### src/rtl/pmt_regs.svh
`ifndef PMT_REGS_SVH
`define PMT_REGS_SVH

// Register byte offsets on the APB bus.
`define PMT_OFS_PTR 12'h000
`define PMT_OFS_CMD 12'h004
`define PMT_OFS_DATA 12'h008
`define PMT_OFS_STAT 12'h00c

// Command register fields.
`define PMT_CMD_OP 1:0
`define PMT_CMD_HI 2
`define PMT_CMD_INC 3
`define PMT_CMD_BYTE 15:8
`define PMT_CMD_W 16

// Status register fields.
`define PMT_ST_BUSY 0
`define PMT_ST_LONG 1
`define PMT_ST_ABORT 2
`define PMT_ST_EXT 3
`define PMT_ST_VPP 4

// Reset values.
`define PMT_PTR_RST 16'h0000
`define PMT_WORD_RST 16'h0000
`define PMT_BYTE_RST 8'h00

// Q phases of one instruction cycle, four clocks long.
`define PMT_Q_ALE 2'h0
`define PMT_Q_DATA 2'h1
`define PMT_Q_STROBE 2'h2
`define PMT_Q_LAST 2'h3

`endif

### src/rtl/pmt_pkg.sv
package pmt_pkg;

  typedef enum logic [1:0] {
    latch_write_op,
    latch_read_op,
    table_write_op,
    table_read_op
  } pmt_op_t;

  typedef enum logic [1:0] {
    st_idle,
    st_cyc1,
    st_cyc2,
    st_long
  } pmt_state_t;

endpackage

### src/rtl/pmt_latch.sv
`timescale 1ns/1ps
`default_nettype none
`include "pmt_regs.svh"

// Sixteen-bit holding latch, loaded a byte at a time or as a whole word.
module pmt_latch (
  input wire logic pclk,
  input wire logic presetn,
  input wire logic byte_we,
  input wire logic byte_hi,
  input wire logic [7:0] byte_in,
  input wire logic word_we,
  input wire logic [15:0] word_in,
  output logic [15:0] word
);

  always_ff @(posedge pclk or negedge presetn) begin
    if (!presetn) begin
      word <= `PMT_WORD_RST;
    end else if (word_we) begin
      word <= word_in;
    end else if (byte_we && byte_hi) begin
      word[15:8] <= byte_in;
    end else if (byte_we) begin
      word[7:0] <= byte_in;
    end
  end

endmodule
`default_nettype wire

### src/rtl/pmt_table_access.sv
// Functional notes
// - Sixteen-bit program words move through a 16-bit latch as two byte steps.
// - Latch write and table write carry data bytes into program memory.
// - Latch read and table read carry a program word out as bytes.
// - External memory is used only in the external program modes.
// - Internal table write starts a long write that halts the core.
// - Only reset or an enabled, flagged source ends a long write.
// - Global disable bit only decides whether the core vectors afterwards.
// - Ending by pin or timer source clears the top-priority such flag.
// - Ending by a peripheral source leaves its flag set.
// - With global disable set, timer or pin source ends without vectoring, clears.
// - A source lacking enable or flag never affects a long write.
// - Pending interrupt at table write start makes it a no-op, clears flag.
// - Without programming voltage, internal write is two cycles, memory unchanged.
// - External table write takes two cycles, data written in the second.
// - Increment operand advances the 16-bit pointer after the access.
// - Table read returns the latch byte first, then reloads the latch.
// - Table read is two cycles, second a data read on the bus.
// - External accesses keep separate read and write latches.
// - The pointer is two bytes forming a 16-bit program address.
// - The latch is reachable only through the table and latch operations.
`timescale 1ns/1ps
`default_nettype none
`include "pmt_regs.svh"

module pmt_table_access (
  input wire logic pclk,
  input wire logic presetn,
  input wire logic psel,
  input wire logic penable,
  input wire logic pwrite,
  input wire logic [11:0] paddr,
  input wire logic [31:0] pwdata,
  output logic [31:0] prdata,
  output logic pready,
  output logic pslverr,
  input wire logic ext_mode,
  input wire logic clear_and_prog_voltage_pin,
  input wire logic global_interrupt_disable,
  input wire logic [3:0] irq_enable,
  input wire logic [3:0] irq_flag,
  output logic [2:0] irq_flag_clear,
  output logic vector_req,
  output logic core_halt,
  output logic [15:0] prog_addr,
  output logic [15:0] prog_wdata,
  output logic prog_write,
  output logic prog_read,
  input wire logic [15:0] prog_rdata,
  output logic [15:0] muxed_addr_data_bus_out,
  input wire logic [15:0] muxed_addr_data_bus_in,
  output logic muxed_addr_data_bus_oe_n,
  output logic bus_ale,
  output logic bus_oe_n,
  output logic bus_wr_n
);

  ////////////////////////////////////////////////////////////////////////////
  // Declarations.
  pmt_pkg::pmt_state_t state;
  pmt_pkg::pmt_op_t op;
  logic [1:0] q;
  logic op_hi;
  logic op_inc;
  logic op_ext;
  logic [7:0] op_byte;
  logic [7:0] result;
  logic [`PMT_CMD_W-1:0] last_cmd;
  logic aborted;
  logic [15:0] table_pointer;
  logic ptr_inc;
  logic wl_we;
  logic rl_load;
  logic [15:0] rl_src;
  logic [15:0] wr_word;
  logic [15:0] rd_word;
  logic [7:0] rd_byte;
  logic vpp_s1;
  logic vpp_s2;
  logic vpp_s3;
  logic vpp_ok;
  logic apb_wr;
  logic cmd_go;
  logic term_core;
  logic term_any;
  logic [2:0] core_prio;

  // Pin and timer sources (bits 0 to 2, bit 0 highest); bit 3 is peripheral.
  assign term_core = |(irq_enable[2:0] & irq_flag[2:0]);
  assign term_any = term_core | (irq_enable[3] & irq_flag[3]);
  assign core_prio[0] = irq_enable[0] & irq_flag[0];
  assign core_prio[1] = irq_enable[1] & irq_flag[1] & ~core_prio[0];
  assign core_prio[2] = irq_enable[2] & irq_flag[2] & ~|core_prio[1:0];

  assign apb_wr = psel && penable && pready && pwrite;
  assign cmd_go = apb_wr && (paddr == `PMT_OFS_CMD) &&
                  (state == pmt_pkg::st_idle);
  assign rd_byte = op_hi ? rd_word[15:8] : rd_word[7:0];
  assign prog_wdata = wr_word;

  ////////////////////////////////////////////////////////////////////////////
  // Programming voltage pin synchroniser.
  always_ff @(posedge pclk or negedge presetn) begin
    if (!presetn) begin
      vpp_s1 <= 1'b0;
      vpp_s2 <= 1'b0;
      vpp_s3 <= 1'b0;
      vpp_ok <= 1'b0;
    end else begin
      vpp_s1 <= clear_and_prog_voltage_pin;
      vpp_s2 <= vpp_s1;
      vpp_s3 <= vpp_s2;
      if (vpp_s2 == vpp_s3) begin
        vpp_ok <= vpp_s3;
      end
    end
  end

  ////////////////////////////////////////////////////////////////////////////
  // APB slave with one wait state.
  always_ff @(posedge pclk or negedge presetn) begin
    if (!presetn) begin
      pready <= 1'b0;
      pslverr <= 1'b0;
      prdata <= 32'h0;
    end else if (psel && penable && !pready) begin
      pready <= 1'b1;
      pslverr <= 1'b0;
      prdata <= 32'h0;
      if (paddr == `PMT_OFS_PTR) begin
        prdata[15:0] <= table_pointer;
      end else if (paddr == `PMT_OFS_CMD) begin
        prdata[`PMT_CMD_W-1:0] <= last_cmd;
      end else if (paddr == `PMT_OFS_DATA) begin
        prdata[7:0] <= result;
      end else if (paddr == `PMT_OFS_STAT) begin
        prdata[`PMT_ST_BUSY] <= (state != pmt_pkg::st_idle);
        prdata[`PMT_ST_LONG] <= core_halt;
        prdata[`PMT_ST_ABORT] <= aborted;
        prdata[`PMT_ST_EXT] <= ext_mode;
        prdata[`PMT_ST_VPP] <= vpp_ok;
      end else begin
        pslverr <= 1'b1;
      end
    end else begin
      pready <= 1'b0;
      pslverr <= 1'b0;
    end
  end

  always_ff @(posedge pclk or negedge presetn) begin
    if (!presetn) begin
      last_cmd <= '0;
    end else if (cmd_go) begin
      last_cmd <= pwdata[`PMT_CMD_W-1:0];
    end
  end

  ////////////////////////////////////////////////////////////////////////////
  // Table pointer, written only while idle.
  always_ff @(posedge pclk or negedge presetn) begin
    if (!presetn) begin
      table_pointer <= `PMT_PTR_RST;
    end else if (ptr_inc) begin
      table_pointer <= table_pointer + 16'h0001;
    end else if (apb_wr && (paddr == `PMT_OFS_PTR) &&
                 (state == pmt_pkg::st_idle)) begin
      table_pointer <= pwdata[15:0];
    end
  end

  ////////////////////////////////////////////////////////////////////////////
  // Holding latches; they are shared for internal memory only.
  pmt_latch u_write_latch (
    .pclk(pclk),
    .presetn(presetn),
    .byte_we(wl_we),
    .byte_hi(op_hi),
    .byte_in(op_byte),
    .word_we(rl_load && !op_ext),
    .word_in(rl_src),
    .word(wr_word)
  );

  pmt_latch u_read_latch (
    .pclk(pclk),
    .presetn(presetn),
    .byte_we(wl_we && !op_ext),
    .byte_hi(op_hi),
    .byte_in(op_byte),
    .word_we(rl_load),
    .word_in(rl_src),
    .word(rd_word)
  );

  ////////////////////////////////////////////////////////////////////////////
  // Sequencer: each instruction cycle is four clocks, q counts the phase.
  always_ff @(posedge pclk or negedge presetn) begin
    if (!presetn) begin
      state <= pmt_pkg::st_idle;
      op <= pmt_pkg::latch_write_op;
      q <= `PMT_Q_ALE;
      op_hi <= 1'b0;
      op_inc <= 1'b0;
      op_ext <= 1'b0;
      op_byte <= `PMT_BYTE_RST;
      result <= `PMT_BYTE_RST;
      aborted <= 1'b0;
      wl_we <= 1'b0;
      rl_load <= 1'b0;
      rl_src <= `PMT_WORD_RST;
      ptr_inc <= 1'b0;
      irq_flag_clear <= 3'h0;
      vector_req <= 1'b0;
      core_halt <= 1'b0;
      prog_write <= 1'b0;
      prog_read <= 1'b0;
      prog_addr <= `PMT_PTR_RST;
      muxed_addr_data_bus_out <= `PMT_WORD_RST;
      muxed_addr_data_bus_oe_n <= 1'b1;
      bus_ale <= 1'b0;
      bus_oe_n <= 1'b1;
      bus_wr_n <= 1'b1;
    end else begin
      wl_we <= 1'b0;
      rl_load <= 1'b0;
      ptr_inc <= 1'b0;
      irq_flag_clear <= 3'h0;
      vector_req <= 1'b0;
      case (state)
        pmt_pkg::st_idle: begin
          if (cmd_go) begin
            state <= pmt_pkg::st_cyc1;
            q <= `PMT_Q_ALE;
            op <= pmt_pkg::pmt_op_t'(pwdata[`PMT_CMD_OP]);
            op_hi <= pwdata[`PMT_CMD_HI];
            op_inc <= pwdata[`PMT_CMD_INC];
            op_byte <= pwdata[`PMT_CMD_BYTE];
            op_ext <= ext_mode;
            aborted <= 1'b0;
          end
        end
        pmt_pkg::st_cyc1: begin
          q <= q + 2'h1;
          if (q == `PMT_Q_ALE) begin
            if (op == pmt_pkg::table_write_op && term_any) begin
              irq_flag_clear <= core_prio;
              aborted <= 1'b1;
            end else if (op == pmt_pkg::table_write_op ||
                         op == pmt_pkg::latch_write_op) begin
              wl_we <= 1'b1;
            end
          end
          if (q == `PMT_Q_LAST) begin
            case (op)
              pmt_pkg::latch_write_op: begin
                state <= pmt_pkg::st_idle;
              end
              pmt_pkg::latch_read_op: begin
                result <= rd_byte;
                state <= pmt_pkg::st_idle;
              end
              pmt_pkg::table_read_op: begin
                result <= rd_byte;
                state <= pmt_pkg::st_cyc2;
              end
              default: begin
                if (aborted) begin
                  state <= pmt_pkg::st_idle;
                end else if (!op_ext && vpp_ok) begin
                  state <= pmt_pkg::st_long;
                  core_halt <= 1'b1;
                  prog_write <= 1'b1;
                  prog_addr <= table_pointer;
                end else begin
                  state <= pmt_pkg::st_cyc2;
                end
              end
            endcase
          end
        end
        pmt_pkg::st_cyc2: begin
          q <= q + 2'h1;
          case (q)
            `PMT_Q_ALE: begin
              if (op_ext) begin
                bus_ale <= 1'b1;
                muxed_addr_data_bus_out <= table_pointer;
                muxed_addr_data_bus_oe_n <= 1'b0;
              end else if (op == pmt_pkg::table_read_op) begin
                prog_read <= 1'b1;
                prog_addr <= table_pointer;
              end
            end
            `PMT_Q_DATA: begin
              bus_ale <= 1'b0;
              prog_read <= 1'b0;
              if (op_ext && op == pmt_pkg::table_read_op) begin
                muxed_addr_data_bus_oe_n <= 1'b1;
                bus_oe_n <= 1'b0;
              end else if (op_ext) begin
                muxed_addr_data_bus_out <= wr_word;
              end
            end
            `PMT_Q_STROBE: begin
              if (op_ext && op == pmt_pkg::table_write_op) begin
                bus_wr_n <= 1'b0;
              end else if (!op_ext && op == pmt_pkg::table_read_op) begin
                rl_load <= 1'b1;
                rl_src <= prog_rdata;
              end
            end
            default: begin
              if (op_ext && op == pmt_pkg::table_read_op) begin
                rl_load <= 1'b1;
                rl_src <= muxed_addr_data_bus_in;
              end
              bus_oe_n <= 1'b1;
              bus_wr_n <= 1'b1;
              muxed_addr_data_bus_oe_n <= 1'b1;
              ptr_inc <= op_inc;
              state <= pmt_pkg::st_idle;
            end
          endcase
        end
        default: begin
          if (term_any) begin
            core_halt <= 1'b0;
            prog_write <= 1'b0;
            irq_flag_clear <= core_prio;
            vector_req <= !global_interrupt_disable;
            ptr_inc <= op_inc;
            state <= pmt_pkg::st_idle;
          end
        end
      endcase
    end
  end
endmodule
`default_nettype wire

### config.mk
export PLATFORM = sky130hd
export DESIGN_NAME = pmt_table_access
export DESIGN_NICKNAME = d
export VERILOG_FILES = /design/src/rtl/pmt_pkg.sv /design/src/rtl/pmt_latch.sv /design/src/rtl/pmt_table_access.sv
export VERILOG_INCLUDE_DIRS = /design/src /design/src/rtl
export SDC_FILE = /design/constraint.sdc
export NUM_CORES = 1
export LEC_CHECK = 0
export BUFFER_PORTS_ARGS = -buffer_cell sky130_fd_sc_hd__buf_2
export CORE_ASPECT_RATIO = 0.6
export CORE_MARGIN = 2
export CORE_UTILIZATION = 29
export DETAILED_ROUTE_END_ITERATION = 8
export GPL_TIMING_DRIVEN = 0
export HOLD_SLACK_MARGIN = 0.03
export PLACE_DENSITY_LB_ADDON = 0.25
export SYNTH_ARGS = -nofsm -noshare
export SYNTH_HDL_FRONTEND = slang
export SYNTH_SLANG_ARGS = --single-unit
### constraint.sdc
create_clock -name pclk -period 3.45 [get_ports pclk]
set_clock_uncertainty 0.2 [all_clocks]
set_input_delay 0.345 -clock pclk [delete_from_list [all_inputs] [get_ports pclk]]
set_output_delay 0.345 -clock pclk [all_outputs]
set_load 0.05 [all_outputs]
==> flow_summary.ini, run 1 <==
[outcome]
status = complete, no violations

[synthesis]
synth_most_common_cell = dfrtp_1
ys_ff_latch = 161
synth_area_per_cell_sq_um = 10.64
yosysSeqAreaShare_pct = 51.44
synth_top_area_share_pct = 50.44
synth_cells = 737
synth_edf_count = 0
yosys_warnings = 0
synth_area_sq_um = 7839
yosys.area.top_type = dfrtp_1
synth_cell_types = 58
yosys-top-cells-count = 158 x dfrtp_1, 108 x nand2_1, 96 x mux2i_1
synthArstFlopShare_pct = 100.0
synthFlopType = dfrtp_1
synth.area.top_cells = dfrtp_1 50%, mux2i_1 12%, nand2_1 5.2%, o21ai_0 5.2%, mux2_2 3.4%

[finish]
instances_no_fill = 1350
final_area_sq_um = 10250
drive_above_1_share_pct = 26.06
multi_input_area_sq_um = 3501
area_growth_syn_to_layout_pct = 30.73
final_nets = 1078
fin_util_pct = 38.71
seq_area_sq_um = 4033
n_antenna_cell = 0
fillers = 2644

[floorplanning]
initial_core_util_pct = 29.61
row_count = 46
dieWidth_um = 216.3
die_area_sq_um = 28400
die_h_um = 131.4
coreArea_sq_um = 26480
io_pins = 185

[routing]
routed_via_density = 4.811
wl_um = 25450
routedWlPerCell_um = 18.85
drc_errors = 0
ant_nets = 0
firstDrtPassIters = 5
drtIter0Drc = 506
vias = 6495

[pwr]
p_switching_mw = 1.499
clkPwrFrac_pct = 39.0
pwr-share-seq_pct = 40.7
swShare_pct = 30.94
powerDensity_nw_per_um2 = 472.8
finalPower_mw = 4.845
p_leak_nw = 4.861
peakVddDrop_mv = 0.3327
pwr-share-comb_pct = 20.3
p_int_mw = 3.346

[clock_tree]
cts_buffers = 17
clk_pin_slew_worst_paths_ps = 70
cts_max_path_buffers = 2
cts_max_level = 4
cts_root_buf = clkbuf_16
tritoncts = done
post_cts_buffers = 0
cts_sinks = 161
clock_latency_ps = 450

[placement]
gp_congestion = 0.8379
place_inst = 1265
placed_cell_area_sq_um = 9144
place_ws_ps = 144.0
dpl.hpwl_um = 18910
numPortBuffers = 152

[timing]
slew_violations = 0
fmax_ghz = 0.3147
setup_violations = 0
hold_viol = 0
finalCriticalPeriod_ps = 3177
grt_setup_unrepaired = no
fin_setup_tns_ps = 0
holdWs_ps = 35.09
fin_ws_ps = 272.6
fin_crit_sh_pct = 92.10
tightest_slew_ps = 1260
maxSlewHeadroom_pct = 15.41

[min_path]
hp-class = input pin to register

[global_routing]
grt-ovfl-total = 0
grt_pass1_vias = 6217
antenna_found_initial = 0
grt_max_degree = 107
grt_pass1_wl_um = 39070
grtUsageTotal_pct = 18.37

[worst_setup_path]
startpoint_type = register
crit_required_ps = 3620
cp.arrival_ps = 3340
crit_fanout = 10
crit_type = register to register
cp-end-kind = register

[run]
cap_violations = 0
## cells by family after synthesis
logic type               Yosys count  synth area share [%]
buffers and inverters             72                 4.613
AND/OR/NAND/NOR                  205                 11.97
flip-flops                       161                 51.44
adder cells (fa/ha/maj)           10                 1.564
AO/OA/AOI/OAI                    147                 10.81
multiplexers                     134                 18.77
XOR/XNOR                           7                0.7821
other                              1               0.04784
## critical path, cell delays in order, from the launching register on
cell      delay (ps)
dfrtp_1          400
inv_1            120
ha_1             190
clkbuf_1         360
nand2_1          170
a311oi_1         980
clkbuf_1         450
nor2_1            80
a21oi_1          140
## cell type report
cell class	instances	area share (%)
Tap cell	360	4.396
Clock inverter	15	1.429
Timing Repair Buffer	206	12.97
Buffer	63	3.211
Multi-Input combinational cell	519	34.16
Inverter	9	0.3297
Clock buffer	17	4.151
Sequential cell	161	39.35
## placed cells by master (no fill, tap or decap), drive strengths merged, types with 3 or more instances in the layout
master       Yosys  final
mux4             4      4
a211oi           5      5
inv              9     17
nor2            39     39
mux2            34     34
dfrtp          158    158
xor2             5      5
a21oi           30     30
o21ai           82     82
or4              3      3
clkbuf          36     54
nand4            4      4
o31ai            5      5
nand3           15     15
ha               9      9
and3             6      6
nor3             5      5
dlygate4sd3      0     53
clkinv           0      5
nand2          108    108
conb             1     16
a31oi            5      5
buf             27    179
dfstp            3      3
nor2b            6      6
and4             4      4
mux2i           96     96
nand2b           5      5
## per-layer routing
metal	track usage [%]	up-vias	routed length, um
met2	23.63	228	9935
met4	5.213	0	295
li1	-	3049	-
met1	29.49	3197	13510
met3	4.468	21	1707
met5	0	-	0
## worst paths after layout
path | startpoint | endpoint | slack (ps) | depth (start not counted)
max | state[0]$_DFFE_PN0P_ | muxed_addr_data_bus_out[8]$_DFFE_PN0P_ | 270 | 8
max in group asynchronous | presetn | table_pointer[13]$_DFFE_PN0P_ | 1930 | 3
min reg2reg | vpp_s1$_DFF_PN0_ | vpp_s2$_DFF_PN0_ | 150 | 0
min in group asynchronous | presetn | irq_flag_clear[0]$_DFF_PN0_ | 210 | 2
max reg2reg | state[0]$_DFFE_PN0P_ | muxed_addr_data_bus_out[8]$_DFFE_PN0P_ | 270 | 8
min | muxed_addr_data_bus_in[2] | rl_src[2]$_DFFE_PN0P_ | 40 | 3
## flip-flops by register name, indices dropped and copies added, names as in the netlist, 2 cells and up
name                     cells
muxed_addr_data_bus_out     16
prdata                      16
prog_addr                   16
rl_src                      16
table_pointer               16
u_read_latch.word           16
u_write_latch.word          16
last_cmd                     8
result                       8
op_byte                      7
irq_flag_clear               3
q                            2
state                        2
## repair_timing
| item | 4_1_cts | 5_1_grt |
|---|---|---|
| hold buffers | 53 | 0 |
| hold endpoints to repair | 100 | 0 |
| setup endpoints to repair | 0 | 9 |
| gates resized for setup | 0 | 2 |
## power by group through the flow
stage	Sequential, mW	Clock [mW]	Combinational (mW)
floorplan	2.06	0	0.569
global placement	2.01	0	0.894
detailed placement	2.01	0	0.900
CTS	1.97	1.92	0.984
global route	1.98	2.02	1.07
finish	1.97	1.89	0.985
Note: power is estimated with default switching activity, not from simulation.
==> run 2, diff against run 1 <==
--- a/config.mk
+++ b/config.mk
@@ -16,4 +16,5 @@
 export PLACE_DENSITY_LB_ADDON = 0.25
 export SYNTH_ARGS = -nofsm -noshare
 export SYNTH_HDL_FRONTEND = slang
+export SYNTH_HIERARCHICAL = 1
 export SYNTH_SLANG_ARGS = --single-unit
==> run 2 against run 1 <==
  * Clock-buffer cell count rose by 2
  * Register-to-register slack improved by 260 ps
  * Utilization fell by 0.80 points
  * Die area rose by 2.6%
  * Worst hold slack improved by 4.6 ps
  * Sequential share of layout area fell by 0.53 points
  * Setup slack improved by 260 ps
  * Final cell count rose by 1.4%
  * Combinational power rose by 0.4%
  * Critical endpoint is now rl_src[14]$_DFFE_PN0P_
  * Largest cell class unchanged
  * Largest power group unchanged
==> flow_summary.ini, run 2 <==
[clock_tree]
clock_latency_ps = 440
cts_buffers = 17
clk_pin_slew_worst_paths_ps = 70
cts_sinks = 161
cts_max_path_buffers = 2
cts_root_buf = clkbuf_16
tritoncts = done
cts_max_level = 4
post_cts_buffers = 0

[worst_setup_path]
cp-end-kind = register
cp.arrival_ps = 3010
crit_fanout = 10
crit_type = register to register
critPathSlowestCell = buf_1
crit_chain = inv_1 > ha_1 > buf_2 > buf_1 > mux2i_1 > dlygate4sd3_1 > a21oi_1
startpoint_type = register
slowest_delay_ps = 620
reg2reg_depth = 7
reg2reg_to = rl_src[14]$_DFFE_PN0P_
crit_required_ps = 3550
reg2reg_slack_ps = 530
rr_startpoint = q[0]$_DFFE_PN0P_

[floorplanning]
die_h_um = 133.0
coreArea_sq_um = 27400
initial_core_util_pct = 29.35
dieWidth_um = 219.0
io_pins = 185
die_area_sq_um = 29130
row_count = 47

[synthesis]
yosys.area.top_type = dfrtp_1
yosys_warnings = 6
yosysSeqAreaShare_pct = 50.13
synthArstFlopShare_pct = 100.0
synth_area_per_cell_sq_um = 10.60
synth_area_sq_um = 8044
synth.area.top_cells = dfrtp_1 49%, mux2i_1 7.2%, mux2_2 5.2%, nand2_1 3.6%, o311ai_1 3.3%
synth_cell_types = 64
yosys-top-cells-count = 158 x dfrtp_1, 77 x nand2_1, 64 x nor2_1
synth_edf_count = 0
synthFlopType = dfrtp_1
synth_most_common_cell = dfrtp_1
synth_cells = 759
synth_top_area_share_pct = 49.15
ys_ff_latch = 161

[global_routing]
antenna_found_initial = 0
grt-ovfl-total = 0
grt_max_degree = 107
grt_pass1_wl_um = 39600
grt_pass1_vias = 6450
grtUsageTotal_pct = 18.27

[routing]
wl_um = 25950
drc_errors = 0
firstDrtPassIters = 5
routedWlPerCell_um = 18.96
vias = 6664
routed_via_density = 4.868
ant_nets = 0
drtIter0Drc = 534

[timing]
fmax_ghz = 0.3427
finalCriticalPeriod_ps = 2918
tightest_slew_ps = 1006
fin_crit_sh_pct = 84.57
grt_setup_unrepaired = no
slew_violations = 0
maxSlewHeadroom_pct = 32.20
holdWs_ps = 39.70
fin_ws_ps = 532.4
hold_viol = 0
setup_violations = 0

[placement]
placed_cell_area_sq_um = 9353
gp_congestion = 0.8236
dpl.hpwl_um = 19330
place_ws_ps = 580.5
place_inst = 1293
numPortBuffers = 151

[finish]
final_common_cell = buf_2
n_antenna_cell = 0
final_area_sq_um = 10390
final_cell_mix = 167 x buf_2, 158 x dfrtp_1, 77 x nand2_1
instances_no_fill = 1369
drive_above_1_share_pct = 27.84
final_nets = 1090
area_growth_syn_to_layout_pct = 29.12

[pwr]
peakVddDrop_mv = 0.3119
finalPower_mw = 4.910
powerDensity_nw_per_um2 = 472.8
p_leak_nw = 4.752

[outcome]
status = complete, no violations

[min_path]
hp-start = muxed_addr_data_bus_in[11]
hp-class = input pin to register
hold_depth = 3
hold_end = rl_src[11]$_DFFE_PN0P_

[run]
cap_violations = 0
==> run 2: routing by layer <==
metal	part of all wire [%]	track usage (%)	up-vias
met2	42	25.23	171
met5	0	0	-
met3	5.0	4.069	14
met1	53	28.70	3313
met4	0.73	3.716	0
li1	-	-	3166
==> run 2: worst max path at each step <==
stage,cells after the start,slack (ps),end,start
final,7,530,rl_src[14]$_DFFE_PN0P_,q[0]$_DFFE_PN0P_
after global routing,7,290,rl_src[8]$_DFFE_PN0P_,q[0]$_DFFE_PN0P_
after CTS,7,440,rl_src[13]$_DFFE_PN0P_,q[0]$_DFFE_PN0P_
after detailed placement,8,580,muxed_addr_data_bus_out[11]$_DFFE_PN0P_,state[0]$_DFFE_PN0P_
after global placement,1,-860,rl_src[12]$_DFFE_PN0P_,presetn
after floorplan,6,1110,table_pointer[1]$_DFFE_PN0P_,pready$_DFF_PN0_
==> run 2: area by class of cell <==
type,instances,area (sq um)
multi-input cells,503,3531
clock buffers,19,442.9
plain buffers,65,367.9
repair buffers,196,1234
flip-flops and latches,161,4033
clock inverters,13,150.1
inverters,45,168.9
fillers,2775,17020
well taps,367,459.2
==> run 2: worst max-delay path, delay by kind of cell (launching register included) <==
family,cells,cell delay [ps]
buf+inv,4,1620
mux,1,250
flops,1,430
compound gates,1,70
fa+ha+maj,1,210
==> run 2: power breakdown <==
group / leakage (nW) / switching [mW] / internal (mW) / total, mW
clock network: 0.279 / 0.848 / 1.10 / 1.95
registers: 2.11 / 0.0433 / 1.93 / 1.97
logic: 2.36 / 0.609 / 0.380 / 0.989
==> run 2: per-stage QoR <==
step | TNS (ps) | util, %
2_1_floorplan | 0 | -
3_3_place_gp | -132280 | 33.99
4_1_cts | 0 | 37.90
5_1_grt | 0 | 37.90
6_report | 0 | 37.90
3_5_place_dp | 0 | 34.13
==> run 2: cell families after synthesis <==
| family | Yosys count | share of synthesized area (%) |
|---|---|---|
| xor+xnor | 2 | 0.2178 |
| compound gates | 147 | 12.43 |
| fa+ha+maj | 10 | 1.524 |
| other cells | 1 | 0.04662 |
| simple gates | 231 | 16.25 |
| mux | 97 | 12.72 |
| buf+inv | 110 | 6.673 |
| flops | 161 | 50.13 |
==> run 2: what timing repair did <==
action,in CTS,in global routing
gates resized for setup,0,0
endpoints found under the hold margin,97,0
hold buffers,44,0
==> run 3, diff against run 2 <==
==> constraint.sdc (replaced) <==
create_clock -name pclk -period 2.66 [get_ports pclk]
set_clock_uncertainty 0.2 [all_clocks]
set_input_delay 0.266 -clock pclk [delete_from_list [all_inputs] [get_ports pclk]]
set_output_delay 0.266 -clock pclk [all_outputs]
set_load 0.05 [all_outputs]
==> run 3 against run 2 <==
  * Clock power increased by 30%
  * Largest power group unchanged
  * Flip-flop and latch count unchanged
  * Non-clock buffer count increased by 21
==> flow_summary.ini, run 3 (synthesis gave the netlist of run 2 again) <==
[pwr]
powerDensity_nw_per_um2 = 608.6
p_leak_nw = 4.864
peakVddDrop_mv = 0.4082

[clock_tree]
cts_max_path_buffers = 2
cts_max_level = 4
tritoncts = done
clock_latency_ps = 440
cts_buffers = 17
cts_sinks = 161
clk_pin_slew_worst_paths_ps = 70
cts_root_buf = clkbuf_16

[routing]
wl_um = 26240
routed_via_density = 4.868
drc_errors = 0
firstDrtPassIters = 5
ant_nets = 0
routedWlPerCell_um = 18.87
drtIter0Drc = 626
vias = 6767

[timing]
setup_violations = 0
hold_viol = 0
fin_setup_tns_ps = 0
tightest_slew_ps = 847.1
finalCriticalPeriod_ps = 2479
fmax_ghz = 0.4034
maxSlewHeadroom_pct = 43.53
fin_crit_sh_pct = 93.20
holdWs_ps = 46.30
slew_violations = 0
grt_setup_unrepaired = no

[global_routing]
grt_max_degree = 107
grt-ovfl-total = 0
antenna_found_initial = 0
grt_pass1_vias = 6593
grtUsageTotal_pct = 18.46
grt_pass1_wl_um = 40140

[worst_setup_path]
cp-end-kind = register
startpoint_type = register
crit_fanout = 10
crit_required_ps = 2790
cp.arrival_ps = 2610
crit_type = register to register

[floorplanning]
initial_core_util_pct = 29.35
io_pins = 185
die_area_sq_um = 29130
coreArea_sq_um = 27400
row_count = 47
die_h_um = 133.0
dieWidth_um = 219.0

[placement]
numPortBuffers = 151
gp_congestion = 0.8236
dpl.hpwl_um = 19330

[min_path]
hp-class = input pin to register

[finish]
area_growth_syn_to_layout_pct = 32.04
fin_util_pct = 38.76
final_cell_mix = 167 x buf_2, 158 x dfrtp_1, 77 x nand2_1
final_nets = 1111
final_common_cell = buf_2
drive_above_1_share_pct = 28.54
n_antenna_cell = 0

[run]
cap_violations = 0

[outcome]
status = complete, no violations
## run 3: cell count changes in the layout (fill, tap and decap cells not counted), moves of 3 or more
cell	change
clkbuf_1	-5
clkbuf_2	+3
buf_4	+6
dlygate4sd3_1	+17
## run 3: power breakdown
| group | switching [mW] | leakage [nW] | total [mW] | internal, mW |
|---|---|---|---|---|
| clock network | 1.11 | 0.279 | 2.53 | 1.42 |
| registers | 0.0564 | 2.11 | 2.56 | 2.50 |
| logic | 0.801 | 2.48 | 1.37 | 0.572 |
## run 3: layout make-up
cell class / instances / area (sq um)
inverter: 45 / 168.9
multi-input combinational: 503 / 3555
buffer: 63 / 364.1
clock buffer: 19 / 442.9
clock inverter: 13 / 150.1
timing repair buffer: 219 / 1449
tap: 367 / 459.2
sequential: 161 / 4033
fill: 2755 / 16780
## run 3: worst paths after layout
path                                       start                        end  slack, ps  depth (start not counted)
worst max-delay path            q[0]$_DFFE_PN0P_  prog_addr[10]$_DFFE_PN0P_        180                          8
worst min-delay path                    paddr[3]      prdata[7]$_DFFE_PN0P_         50                          4
worst max register to register  q[0]$_DFFE_PN0P_  prog_addr[10]$_DFFE_PN0P_        180                          8
worst min register to register  vpp_s1$_DFF_PN0_           vpp_s2$_DFF_PN0_        150                          0
max in group asynchronous                presetn      rl_src[0]$_DFFE_PN0P_       1180                          3
min in group asynchronous                presetn           pready$_DFF_PN0_        140                          2
## run 3: metrics by stage
step / worst slack [ps] / cell area (sq um) / power [mW] / cells
after floorplan: 316.9 / 8100 / 3.410 / 774
after global placement: -1576 / 9315 / 3.790 / 1292
after detailed placement: -209.5 / 9353 / 3.811 / 1293
after CTS: 19.38 / 10570 / 6.457 / 1385
after global routing: 16.87 / 10620 / 6.757 / 1390
final: 180.8 / 10620 / 6.465 / 1390
## run 3: worst max-delay path: stages, from the launching register on
cell	delay, ps
dfrtp_1	430
inv_1	110
ha_2	250
inv_1	80
o31ai_1	270
o21ai_1	150
a21oi_4	300
buf_6	220
mux2_2	340
## run 3: timing repair
| item | in CTS | in global routing |
|---|---|---|
| gates resized for setup | 3 | 10 |
| hold buffers | 61 | 0 |
| hold endpoints to repair | 110 | 0 |
| setup endpoints to repair | 27 | 44 |
| gates cloned | 0 | 0 |
| pin swaps | 0 | 1 |
| setup buffers | 0 | 6 |
## run 3: layer usage
metal | up-vias | wire (um) | global-route usage, %
li1 | 3212 | - | -
met1 | 3333 | 13410 | 28.76
met2 | 200 | 10930 | 25.51
met3 | 22 | 1594 | 4.161
met4 | 0 | 307 | 4.317
met5 | - | 0 | 0
